<file path="src/include/msc_pkg.sv">
/*
  Constants shared by the motor speed control register bank: I2C address,
  register offsets, field positions, unlock key, bus state encoding and the
  power-up contents of the nonvolatile configuration store.
  Assumes it is compiled before every design file that uses it.
*/
`default_nettype none

package msc_pkg;

  // 7-bit I2C slave address of the device
  localparam logic [6:0] I2C_ADDR = 7'h52;

  // Register offsets (byte addresses on the I2C register pointer)
  localparam logic [7:0] ADDR_SPEED_LO = 8'h00;
  localparam logic [7:0] ADDR_SPEED_HI = 8'h01;
  localparam logic [7:0] ADDR_UNLOCK = 8'h02;
  localparam logic [7:0] ADDR_NV_CTRL = 8'h03;
  localparam logic [7:0] ADDR_FLAGS = 8'h10;
  localparam logic [7:0] ADDR_CFG_FIRST = 8'h20;
  localparam logic [7:0] ADDR_CFG_LAST = 8'h2B;

  localparam int CFG_COUNT = 12;
  localparam int SPEED_W = 9;
  localparam int CFG_IDX_W = 4;

  // Key that arms one nonvolatile program operation
  localparam logic [7:0] PROGRAM_KEY = 8'hB6;

  // Field positions
  localparam int BIT_HOST_SEL = 7;
  localparam int BIT_SPEED_MSB = 0;
  localparam int BIT_INHIBIT = 7;
  localparam int BIT_CFG_WE = 6;
  localparam int BIT_RELOAD = 5;
  localparam int BIT_PROGRAM = 4;

  // Bits in a byte, as counted by the bus engine
  localparam logic [3:0] BITS_PER_BYTE = 4'h8;
  localparam logic [7:0] PTR_STEP = 8'h01;

  // Bus engine states, Gray coded along the usual path
  typedef enum logic [2:0] {
    MSC_IDLE = 3'b000,
    MSC_ADDR = 3'b001,
    MSC_AACK = 3'b011,
    MSC_RX = 3'b010,
    MSC_RACK = 3'b110,
    MSC_TX = 3'b111,
    MSC_TACK = 3'b101
  } msc_i2c_state_t;

  // Power-up contents of the store, element 0 is offset 0x20
  localparam logic [CFG_COUNT-1:0][7:0] NV_DEFAULT = {
    8'h0C, 8'hAD, 8'hB7, 8'h69, 8'hFC, 8'h7A,
    8'hE4, 8'h98, 8'h00, 8'h2A, 8'h4E, 8'h4A
  };

endpackage

`default_nettype wire

</file>
<file path="src/hw/msc_cfg_bank.sv">
/*
  Twelve configuration registers with their nonvolatile backing store.
  Assumes the register bank supplies decoded write strobes, the write enable
  bit and one-cycle reload and program pulses on the same clock.
*/
`timescale 1ns/1ps
`default_nettype none

module msc_cfg_bank #(
  parameter int COUNT = msc_pkg::CFG_COUNT
) (
  // Clock and reset
  input wire logic i_clk_sys,
  input wire logic i_reset,
  // Write side
  input wire logic i_wr_en,
  input wire logic [msc_pkg::CFG_IDX_W-1:0] i_wr_idx,
  input wire logic [7:0] i_wr_data,
  input wire logic i_wr_allow,
  // Store operations
  input wire logic i_reload,
  input wire logic i_program,
  // Read side
  input wire logic [msc_pkg::CFG_IDX_W-1:0] i_rd_idx,
  output logic [7:0] o_rd_data
);

  typedef struct packed {
    logic [COUNT-1:0][7:0] cfg;
    logic [COUNT-1:0][7:0] nv;
  } msc_bank_t;

  msc_bank_t q;
  msc_bank_t n;

  always_comb begin
    n = q;
    // Program takes the old register contents even if reload fires too
    if (i_program) begin
      n.nv = q.cfg;
    end
    if (i_reload) begin
      n.cfg = q.nv;
    end else if (i_wr_en && i_wr_allow && (int'(i_wr_idx) < COUNT)) begin
      n.cfg[i_wr_idx] = i_wr_data;
    end
  end

  always_ff @(posedge i_clk_sys) begin
    if (i_reset) begin
      q <= {msc_pkg::NV_DEFAULT, msc_pkg::NV_DEFAULT};
    end else begin
      q <= n;
    end
  end

  assign o_rd_data = (int'(i_rd_idx) < COUNT) ? q.cfg[i_rd_idx] : 8'h00;
endmodule

`default_nettype wire

</file>
<file path="src/hw/msc_regs.sv">
/*
  Control and status register bank of a sensorless motor driver, reached by
  an I2C slave engine with an auto-incrementing register pointer.
  Assumes SCL and SDA arrive synchronous to i_clk_sys and far slower than it;
  the open-drain SDA wire is resolved outside from o_sda_out and o_sda_oe.
*/
`timescale 1ns/1ps
`default_nettype none

module msc_regs #(
  parameter int SPEED_W = msc_pkg::SPEED_W
) (
  // Clock and reset
  input wire logic i_clk_sys,
  input wire logic i_reset,
  // I2C pins
  input wire logic i_scl,
  input wire logic i_sda,
  output logic o_sda_out,
  output logic o_sda_oe,
  // Motor core side
  input wire logic [SPEED_W-1:0] i_ext_speed,
  input wire logic i_standby_req,
  input wire logic i_thermal,
  input wire logic i_current_fault,
  input wire logic i_rotor_stall,
  // Results
  output logic [SPEED_W-1:0] o_speed_command_value,
  output logic o_standby
);

  typedef struct packed {
    msc_pkg::msc_i2c_state_t st;
    logic scl_prev;
    logic sda_prev;
    logic [3:0] cnt;
    logic [7:0] sh;
    logic [7:0] tx;
    logic rw;
    logic ptr_phase;
    logic mack;
    logic [7:0] ptr;
    logic sda_oe;
    logic sda_out;
    logic host_speed_select;
    logic msb_pend;
    logic [SPEED_W-1:0] cmd;
    logic [7:0] program_unlock_key;
    logic standby_inhibit;
    logic cfg_we;
    logic nv_reload;
    logic nv_program;
    logic thermal_flag;
    logic standby;
    logic current_fault_flag;
    logic rotor_stall_flag;
    logic [SPEED_W-1:0] speed_out;
  } msc_state_t;

  msc_state_t q;
  msc_state_t n;

  logic scl_rise;
  logic scl_fall;
  logic bus_start;
  logic bus_stop;
  logic wr_en;
  logic rd_take;
  logic [7:0] rd_byte;
  logic [7:0] cfg_rd;
  logic [msc_pkg::CFG_IDX_W-1:0] wr_idx;
  logic [msc_pkg::CFG_IDX_W-1:0] rd_idx;

  function automatic logic is_cfg(input logic [7:0] a);
    return (a >= msc_pkg::ADDR_CFG_FIRST) && (a <= msc_pkg::ADDR_CFG_LAST);
  endfunction

  function automatic logic [msc_pkg::CFG_IDX_W-1:0] cfg_idx(input logic [7:0] a);
    logic [7:0] off;
    off = a - msc_pkg::ADDR_CFG_FIRST;
    return off[msc_pkg::CFG_IDX_W-1:0];
  endfunction

  // Read view of every register; holes and unused bits answer zero
  function automatic logic [7:0] read_view(input logic [7:0] a, input msc_state_t s, input logic [7:0] cfg);
    logic [7:0] v;
    v = 8'h00;
    case (a)
      msc_pkg::ADDR_SPEED_LO: v = s.cmd[7:0];
      msc_pkg::ADDR_SPEED_HI: begin
        v[msc_pkg::BIT_HOST_SEL] = s.host_speed_select;
        v[msc_pkg::BIT_SPEED_MSB] = s.msb_pend;
      end
      msc_pkg::ADDR_UNLOCK: v = s.program_unlock_key;
      msc_pkg::ADDR_NV_CTRL: begin
        // Reload and program are commands and read back as zero
        v[msc_pkg::BIT_INHIBIT] = s.standby_inhibit;
        v[msc_pkg::BIT_CFG_WE] = s.cfg_we;
      end
      msc_pkg::ADDR_FLAGS: begin
        v = {s.thermal_flag, s.standby, s.current_fault_flag, s.rotor_stall_flag, 4'h0};
      end
      default: begin
        if (is_cfg(a)) begin
          v = cfg;
        end
      end
    endcase
    return v;
  endfunction

  assign scl_rise = i_scl && !q.scl_prev;
  assign scl_fall = !i_scl && q.scl_prev;
  assign bus_start = i_scl && q.scl_prev && q.sda_prev && !i_sda;
  assign bus_stop = i_scl && q.scl_prev && !q.sda_prev && i_sda;
  assign rd_idx = cfg_idx(q.ptr);
  assign wr_idx = cfg_idx(q.ptr);
  assign rd_byte = read_view(q.ptr, q, cfg_rd);

  always_comb begin
    n = q;
    wr_en = 1'b0;
    rd_take = 1'b0;
    n.scl_prev = i_scl;
    n.sda_prev = i_sda;
    n.nv_reload = 1'b0;
    n.nv_program = 1'b0;

    // Bus engine; a stop or start ends any transfer in progress
    if (bus_stop) begin
      n.st = msc_pkg::MSC_IDLE;
      n.sda_oe = 1'b0;
    end else if (bus_start) begin
      n.st = msc_pkg::MSC_ADDR;
      n.cnt = 4'h0;
      n.sda_oe = 1'b0;
    end else begin
      case (q.st)
        msc_pkg::MSC_IDLE: begin
          n.sda_oe = 1'b0;
        end
        msc_pkg::MSC_ADDR: begin
          if (scl_rise) begin
            n.sh = {q.sh[6:0], i_sda};
            n.cnt = q.cnt + 4'h1;
          end else if (scl_fall && (q.cnt == msc_pkg::BITS_PER_BYTE)) begin
            if (q.sh[7:1] == msc_pkg::I2C_ADDR) begin
              n.rw = q.sh[0];
              n.sda_oe = 1'b1;
              n.st = msc_pkg::MSC_AACK;
            end else begin
              n.st = msc_pkg::MSC_IDLE;
            end
          end
        end
        msc_pkg::MSC_AACK: begin
          if (scl_fall) begin
            n.cnt = 4'h0;
            if (q.rw) begin
              rd_take = 1'b1;
              n.st = msc_pkg::MSC_TX;
            end else begin
              n.sda_oe = 1'b0;
              n.ptr_phase = 1'b1;
              n.st = msc_pkg::MSC_RX;
            end
          end
        end
        msc_pkg::MSC_RX: begin
          if (scl_rise) begin
            n.sh = {q.sh[6:0], i_sda};
            n.cnt = q.cnt + 4'h1;
          end else if (scl_fall && (q.cnt == msc_pkg::BITS_PER_BYTE)) begin
            n.sda_oe = 1'b1;
            n.st = msc_pkg::MSC_RACK;
            if (q.ptr_phase) begin
              n.ptr = q.sh;
            end else begin
              wr_en = 1'b1;
              n.ptr = q.ptr + msc_pkg::PTR_STEP;
            end
          end
        end
        msc_pkg::MSC_RACK: begin
          if (scl_fall) begin
            n.sda_oe = 1'b0;
            n.cnt = 4'h0;
            n.ptr_phase = 1'b0;
            n.st = msc_pkg::MSC_RX;
          end
        end
        msc_pkg::MSC_TX: begin
          if (scl_rise) begin
            n.cnt = q.cnt + 4'h1;
          end else if (scl_fall) begin
            if (q.cnt == msc_pkg::BITS_PER_BYTE) begin
              n.sda_oe = 1'b0;
              n.st = msc_pkg::MSC_TACK;
            end else begin
              n.tx = {q.tx[6:0], 1'b0};
              n.sda_oe = !q.tx[6];
            end
          end
        end
        msc_pkg::MSC_TACK: begin
          if (scl_rise) begin
            n.mack = !i_sda;
          end else if (scl_fall) begin
            n.cnt = 4'h0;
            if (q.mack) begin
              rd_take = 1'b1;
              n.st = msc_pkg::MSC_TX;
            end else begin
              n.st = msc_pkg::MSC_IDLE;
            end
          end
        end
        default: begin
          n.st = msc_pkg::MSC_IDLE;
          n.sda_oe = 1'b0;
        end
      endcase
    end

    // Loading a byte for transmit is the read, with its side effects
    if (rd_take) begin
      n.tx = rd_byte;
      n.sda_oe = !rd_byte[7];
      n.ptr = q.ptr + msc_pkg::PTR_STEP;
    end

    // Register writes
    if (wr_en) begin
      if (q.ptr != msc_pkg::ADDR_UNLOCK) begin
        n.program_unlock_key = 8'h00;
      end
      case (q.ptr)
        msc_pkg::ADDR_SPEED_LO: begin
          // Top bit comes from the pending copy, so a lone top-bit write never shows a torn value
          n.cmd = {q.msb_pend, q.sh};
        end
        msc_pkg::ADDR_SPEED_HI: begin
          n.host_speed_select = q.sh[msc_pkg::BIT_HOST_SEL];
          n.msb_pend = q.sh[msc_pkg::BIT_SPEED_MSB];
        end
        msc_pkg::ADDR_UNLOCK: begin
          n.program_unlock_key = q.sh;
        end
        msc_pkg::ADDR_NV_CTRL: begin
          n.standby_inhibit = q.sh[msc_pkg::BIT_INHIBIT];
          n.cfg_we = q.sh[msc_pkg::BIT_CFG_WE];
          n.nv_reload = q.sh[msc_pkg::BIT_RELOAD];
          n.nv_program = q.sh[msc_pkg::BIT_PROGRAM] && (q.program_unlock_key == msc_pkg::PROGRAM_KEY);
        end
        default: begin
        end
      endcase
    end

    // Status and core-facing results
    n.thermal_flag = i_thermal;
    n.rotor_stall_flag = i_rotor_stall;
    n.standby = i_standby_req && !q.standby_inhibit;
    // A fault arriving in the cycle of the clearing read still sets the flag
    n.current_fault_flag = i_current_fault || (q.current_fault_flag &&
      !(rd_take && (q.ptr == msc_pkg::ADDR_FLAGS)));
    n.speed_out = q.host_speed_select ? q.cmd : i_ext_speed;
  end

  always_ff @(posedge i_clk_sys) begin
    if (i_reset) begin
      q <= '0;
      // Idle bus levels, so the first edge after reset sees no false SCL rise
      q.scl_prev <= 1'b1;
      q.sda_prev <= 1'b1;
    end else begin
      q <= n;
    end
  end

  msc_cfg_bank #(
    .COUNT(msc_pkg::CFG_COUNT)
  ) u_cfg (
    .i_clk_sys(i_clk_sys),
    .i_reset(i_reset),
    .i_wr_en(wr_en && is_cfg(q.ptr)),
    .i_wr_idx(wr_idx),
    .i_wr_data(q.sh),
    .i_wr_allow(q.cfg_we),
    .i_reload(q.nv_reload),
    .i_program(q.nv_program),
    .i_rd_idx(rd_idx),
    .o_rd_data(cfg_rd)
  );

  assign o_sda_out = q.sda_out;
  assign o_sda_oe = q.sda_oe;
  assign o_speed_command_value = q.speed_out;
  assign o_standby = q.standby;
endmodule

`default_nettype wire

</file>
<file path="config.mk">
export PLATFORM = sky130hd
export DESIGN_NAME = msc_regs
export DESIGN_NICKNAME = d
export VERILOG_FILES = /design/src/include/msc_pkg.sv /design/src/hw/msc_cfg_bank.sv /design/src/hw/msc_regs.sv
export SDC_FILE = /design/constraint.sdc
export NUM_CORES = 1
export LEC_CHECK = 0
export BUFFER_PORTS_ARGS = -buffer_cell sky130_fd_sc_hd__buf_2
export CAP_MARGIN = 20
export CELL_PAD_IN_SITES_DETAIL_PLACEMENT = 1
export CELL_PAD_IN_SITES_GLOBAL_PLACEMENT = 1
export CORE_UTILIZATION = 50
export DETAILED_ROUTE_END_ITERATION = 6
export PLACE_DENSITY = 0.89
export SYNTH_ARGS = -nofsm -noshare
export SYNTH_HDL_FRONTEND = slang
export SYNTH_HIERARCHICAL = 1
export SYNTH_SLANG_ARGS = --single-unit
</file>
<file path="constraint.sdc">
create_clock -name i_clk_sys -period 3.4 [get_ports i_clk_sys]
set_input_delay 0.85 -clock i_clk_sys [delete_from_list [all_inputs] [get_ports i_clk_sys]]
set_output_delay 0.85 -clock i_clk_sys [all_outputs]
set_load 0.005 [all_outputs]
</file>
==> results by group, run 1 <==
Clocking
  • Clock buffer depth: 3
  • Post-CTS Setup Bufs: 0
  • Clock Latency Late Sink: 0.56 ns
  • CTS tree: done
  • CTS Hold Bufs: 0
  • Root Driver: clkbuf_16
  • Cts repair resizes: 0
  • Total clock sinks: 264
  • Worst-path clk slew: 0.06 ns
  • Num CTS Buffers: 29
  • H-tree Lvls: 1

Worst hold path
  • Hold/Removal Path Class: register to register

Power
  • Leakage: 0.00457 uW
  • VDD IR max: 0.000356 V
  • PD cells: 459 nW/um^2

Placed design
  • Dpl hpwl: 25.3 mm
  • Routability congestion estimate: 0.914
  • Placed cells: 1590
  • IO Port Bufs: 27

Floorplanning
  • Die ar.: 26800 um^2
  • Core footprint: 25400 um^2
  • Die Wd: 164 um
  • Die Y: 164 um
  • Starting density of the core: 51.5%
  • Num rows: 58
  • Top Ports: 29

Yosys
  • Syn_area_per_cell: 9.75 um^2
  • Synth Warn #: 6
  • Synth Flop Type: dfxtp_1
  • Syn Nets: 1365
  • Synth unique cells: 86
  • Synth async-reset ratio: 0%
  • Syn Inst Count: 1342
  • Cell Area, Synth: 13100 um^2
  • Sequential area share after synthesis: 40.4%
  • EDFF count, synth: 0
  • Seq cells post-synth: 264

STA
  • Final clock period utilization by the worst path: 92.3%
  • Max transition margin: 25.8%
  • Tightest Pin Transition: 1.11 ns
  • Slew Limit Fails: 0
  • Fin crit period: 3.14 ns
  • Final setup fails: 0
  • Fin. Hold Viols: 0
  • RSZ-0062 raised after global routing: false
  • TNS Setup: 0 ns
  • Worst Skew: 0.0238 ns
  • FMAX: 0.319 GHz

Global routing
  • Vias in the first global route: 11500
  • First-pass GRT wire length: 63.3 mm
  • Tot GR Track Use: 29.7%
  • Total gr overflow: 0
  • Initial antenna violation count: 0
  • Largest net degree at the start of global routing: 125

Routing
  • Drt first-iter violations: 983
  • Drt pass-1 iters: 5
  • Wire per inst: 24.1 um
  • Drt drc: 0
  • Detail Route Antenna Nets: 0
  • Vias per cell: 6.71
  • Via count: 11000
  • Routed WL: 39.6 mm

Critical path
  • Critical path startpoint category: register
  • CP max FO: 16
  • CP Capture Type: register
  • Critical path type: register to register
  • Worst endpoint required time: 3.81 ns
  • Worst EP arrival: 3.55 ns

Finish
  • Share of layout cells above drive strength 1: 14.5%
  • # diodes: 0
  • Layout fillers: 2778
  • Multi-input gate area: 6880 um^2
  • Fin nets: 1314
  • Finished Layout Cells: 1642
  • FF+latch area: 5290 um^2
  • P&R area growth vs syn: 8.15%

Flow run
  • MaxCap Viol Count: 0

Outcome
  • Status: finished, final reports clean
-- worst max-delay path: stages (launching register included) --
cell       delay [ns]
dfxtp_1          0.33
nor4b_1          0.63
nor3b_1          0.47
and3_1           0.34
and4bb_1         0.42
buf_12           0.20
a211oi_1         0.09
a2111oi_1        0.52
-- cell usage in the layout (no fill, tap or decap), types with 3 or more instances in the layout --
cell / instances
inv_1: 18
a21oi_1: 49
mux2i_1: 74
nand3b_1: 6
o21ai_0: 32
buf_12: 7
mux4_2: 24
o31a_1: 3
dfxtp_1: 262
nand2b_1: 5
mux2_2: 3
nor2b_1: 102
a31oi_1: 4
a2111oi_0: 48
nand3_1: 31
nand2_1: 41
nor3_1: 12
a22oi_1: 17
buf_4: 31
a2111oi_1: 31
and3_1: 10
clkbuf_8: 7
clkinv_2: 5
nand4_1: 10
clkbuf_16: 30
and2_1: 7
o211ai_1: 3
nor3b_1: 50
a211oi_1: 105
clkbuf_1: 7
a211o_1: 46
ha_1: 6
buf_2: 26
and2_4: 7
a2111oi_2: 18
nor2_1: 98
o22ai_1: 4
-- routing by layer --
| layer | part of all wire (%) | global-route usage, % | vias to the layer above |
|---|---|---|---|
| li1 | - | - | 4969 |
| met1 | 42 | 36.2 | 5589 |
| met2 | 50 | 52.4 | 356 |
| met3 | 4.5 | 4.09 | 111 |
| met4 | 3.9 | 12.0 | 0 |
| met5 | 0 | 0 | - |
-- report_power, final --
part	internal (uW)	switching, uW	total (uW)	leakage, uW
Combinational	49.4	129	178	0.00195
Clock	1910	1300	3210	0.000481
Sequential	3100	6.35	3110	0.00214
Total	5060	1430	6500	0.00457
-- state kept, by name, summed over array words and instances (netlist names) --
signal / count
q: 61
o_sda_oe: 1
o_standby: 1
o_speed_command_value: 9
u_cfg/q: 192
-- synth_stat cells (5+ instances only) --
cell       count  area [um^2]
buf_6         20          225
mux4_2        24          541
buf_2         36          180
mux2i_1       74          741
nand4_1       10         62.6
a2111oi_0     48          420
and2_4         7         61.3
a22oi_1       17          128
clkbuf_1      58          218
a21oi_1       49          245
and3_1        10         62.6
nor2_1        98          368
nand3_1       31          155
nor2b_1      104          651
a211oi_1     105          788
inv_1         18         67.6
dfxtp_1      264         5290
nand2_1       41          154
nor3_1        12         60.1
a2111oi_1     31          310
nand2b_1       5         31.3
o21ai_0       32          160
ha_1           6         75.1
buf_4         26          195
a211o_1       46          403
nand3b_1       6         45.0
nor3b_1       50          375
a2111oi_2     18          270
and2_1         7         43.8
buf_1          7         26.3
-- layout make-up --
type	instances	area share, %
Timing Repair Buffer	65	3.66
Tap cell	330	2.92
Inverter	20	0.531
Clock inverter	8	0.663
Clock buffer	44	6.17
Multi-Input combinational cell	911	48.6
Sequential cell	264	37.4
-- worst paths after layout --
kind	start	to	slack, ns	cells past startpoint
min	q[19]	q[19]	0.47	2
max	q[47]	u_cfg/q[100]	0.26	7
max reg2reg	q[47]	u_cfg/q[100]	0.26	7
min reg2reg	q[19]	q[19]	0.47	2
-- kinds of logic after synthesis --
family / count (synthesis) / share of synthesized area, %
AOI/OAI and AO/OA: 393 / 24.1
xor gates and xnor gates: 2 / 0.134
adders and majority gates: 7 / 0.650
buffers and inverters: 167 / 7.03
DFF: 264 / 40.4
muxes: 101 / 10.1
other: 1 / 0.0287
and+or+nand+nor: 407 / 17.6
-- per-stage QoR --
stage / hold WS, ns / instance area [um^2] / util (%) / setup slack, ns / power, uW
final: 0.469 / 14100 / 55.7 / 0.261 / 6500
after global placement: 0.451 / 13200 / 51.9 / 0.183 / 3350
after detailed placement: 0.465 / 13200 / 51.9 / 0.0648 / 3350
after CTS: 0.473 / 14100 / 55.7 / 0.397 / 6530
after global routing: 0.489 / 14100 / 55.7 / 0.254 / 6680
after floorplan: 0.421 / 13100 / - / 0.740 / 3300
No activity file was read; power rests on OpenSTA's default activity.
==> inputs of run 2 (changes only) <==
--- a/config.mk
+++ b/config.mk
@@ -6,9 +6,10 @@
 export NUM_CORES = 1
 export LEC_CHECK = 0
 export BUFFER_PORTS_ARGS = -buffer_cell sky130_fd_sc_hd__buf_2
-export CAP_MARGIN = 20
+export CAP_MARGIN = 25
 export CELL_PAD_IN_SITES_DETAIL_PLACEMENT = 1
 export CELL_PAD_IN_SITES_GLOBAL_PLACEMENT = 1
+export CORE_ASPECT_RATIO = 1.25
 export CORE_UTILIZATION = 50
 export DETAILED_ROUTE_END_ITERATION = 6
 export PLACE_DENSITY = 0.89
==> run 2 against run 1 <==
Compared with the run above: global-route usage is 0.59 points higher; die area about the same; sequential share of layout area decreased by 0.26 points; critical endpoint is now u_cfg/q[129].
==> results by group, run 2 (same netlist as run 1, synthesis figures left out) <==
Placed design
  • IO Port Bufs: 27
  • Placed instance area: 13300 um^2
  • Worst slack, placed: 0.187 ns
  • Dpl hpwl: 25.5 mm
  • Routability congestion estimate: 0.875

Routing
  • Drt pass-1 iters: 5
  • Detail Route Antenna Nets: 0
  • Via count: 11100
  • Drt drc: 0
  • Routed WL: 40.9 mm
  • Wire per inst: 24.7 um
  • Vias per cell: 6.70
  • Drt first-iter violations: 870

Worst hold path
  • Hold/Removal Path Class: register to register

STA
  • Worst Skew: 0.0148 ns
  • Tightest Pin Transition: 0.973 ns
  • TNS Setup: 0 ns
  • Fin. Hold Viols: 0
  • Final setup fails: 0
  • Final Worst Setup Slack: 0.458 ns
  • RSZ-0062 raised after global routing: false
  • Max transition margin: 35.1%
  • FMAX: 0.340 GHz
  • Final clock period utilization by the worst path: 86.5%
  • Slew Limit Fails: 0
  • Fin crit period: 2.94 ns

Global routing
  • First-pass GRT wire length: 64.8 mm
  • Vias in the first global route: 11600
  • M2 GR Usage: 53.9%
  • Tot GR Track Use: 30.2%
  • Met1 usage: 34.5%
  • Initial antenna violation count: 1
  • Total gr overflow: 0
  • Met3 Use GR: 4.23%
  • Gr busiest metal: met2
  • Largest net degree at the start of global routing: 101

Critical path
  • Largest delay contributor family on the critical path: simple AND/OR/NAND/NOR gates
  • CP Capture Type: register
  • Worst endpoint required time: 3.79 ns
  • Critical path startpoint category: register
  • Reg2Reg Depth: 7
  • Critical Path End: u_cfg/q[129]
  • Cells along the critical path: nor4b_1, nor3b_1, and3_1, and4bb_1, buf_12, and2_1, a2111oi_1
  • Reg-to-reg critical path startpoint: q[47]
  • Buf+Inv Stages, Crit Path: 1
  • Slowest cell on crit path: nor4b_1
  • Reg-to-reg setup timing slack: 0.46 ns
  • Stages on worst setup path: 7
  • Worst EP arrival: 3.33 ns
  • Max incr delay on CP: 0.59 ns
  • CP max FO: 23
  • Critical path type: register to register
  • Critical Path Start: q[47]
  • Worst r2r dst: u_cfg/q[129]

Floorplanning
  • Starting density of the core: 51.4%
  • Core footprint: 25500 um^2
  • Top Ports: 29
  • Die Y: 183 um
  • Die ar.: 26800 um^2
  • Num rows: 65
  • Die Wd: 147 um

Finish
  • Top reg by flops: u_cfg/q
  • Most common cell after layout, fill and taps aside: dfxtp_1
  • Share of layout cells above drive strength 1: 15.3%
  • Cell area after layout: 14200 um^2
  • Fin nets: 1323
  • Layout fillers: 2817
  • Most frequent cells in the layout: dfxtp_1, a211oi_1, nor2b_1
  • Max reg flops: 192
  • Fin util: 56.0%
  • # diodes: 0
  • P&R area growth vs syn: 8.91%

Clocking
  • Worst-path clk slew: 0.06 ns
  • Clock Latency Late Sink: 0.56 ns
  • Root Driver: clkbuf_16
  • Cts repair resizes: 0
  • CTS tree: done
  • H-tree Lvls: 1
  • Total clock sinks: 264
  • Post-CTS Setup Bufs: 0
  • Clock buffer depth: 3
  • CTS Hold Bufs: 0
  • Num CTS Buffers: 28

Power
  • VDD IR max: 0.000375 V
  • Leakage: 0.00463 uW
  • Pwr Total: 6620 uW
  • PD cells: 465 nW/um^2

Flow run
  • MaxCap Viol Count: 0

Outcome
  • Status: finished, final reports clean
[run 2: worst min-delay path by stage]
| stage | start | to | slack (ns) | cells after the start |
|---|---|---|---|---|
| 6_report | q[33] | q[33] | 0.46 | 2 |
| 5_1_grt | q[33] | q[33] | 0.49 | 2 |
| 4_1_cts | q[33] | q[33] | 0.47 | 2 |
| 3_5_place_dp | q[33] | q[33] | 0.45 | 2 |
| 3_3_place_gp | q[33] | q[33] | 0.45 | 2 |
| 2_1_floorplan | q[16] | o_standby | 0.42 | 1 |
[run 2: metrics by stage]
| step | hold WS [ns] | cells |
|---|---|---|
| floorplan | 0.421 | 1342 |
| global placement | 0.445 | 1604 |
| detailed placement | 0.455 | 1605 |
| CTS | 0.465 | 1656 |
| global route | 0.494 | 1656 |
| finish | 0.462 | 1656 |
[run 2: per-layer routing]
metal / wire length (um) / share of wire [%]
met1: 16000 / 39
met2: 20700 / 51
met4: 2080 / 5.1
met3: 2140 / 5.2
met5: 11 / 0.027
[run 2: report_power, final]
part | internal (uW) | leakage (uW) | switching [uW]
clock network | 2020 | 0.000493 | 1320
logic | 49.6 | 0.00201 | 127
registers | 3100 | 0.00214 | 7.54
[run 2: worst reg2reg max path, cell delays in order (launching register included)]
cell and delay, ns:
dfxtp_1 0.33, nor4b_1 0.59, nor3b_1 0.36, and3_1 0.32, and4bb_1 0.30, buf_12 0.19, and2_1 0.50, a2111oi_1 0.20
[run 2: final cells by class]
cell class / instances / area, um^2 / area share, %
Clock buffer: 37 / 796 / 5.59
Clock inverter: 14 / 198 / 1.39
Inverter: 20 / 75.1 / 0.527
Multi-Input combinational cell: 911 / 6880 / 48.3
Sequential cell: 264 / 5290 / 37.2
Tap cell: 335 / 419 / 2.94
Timing Repair Buffer: 75 / 584 / 4.10
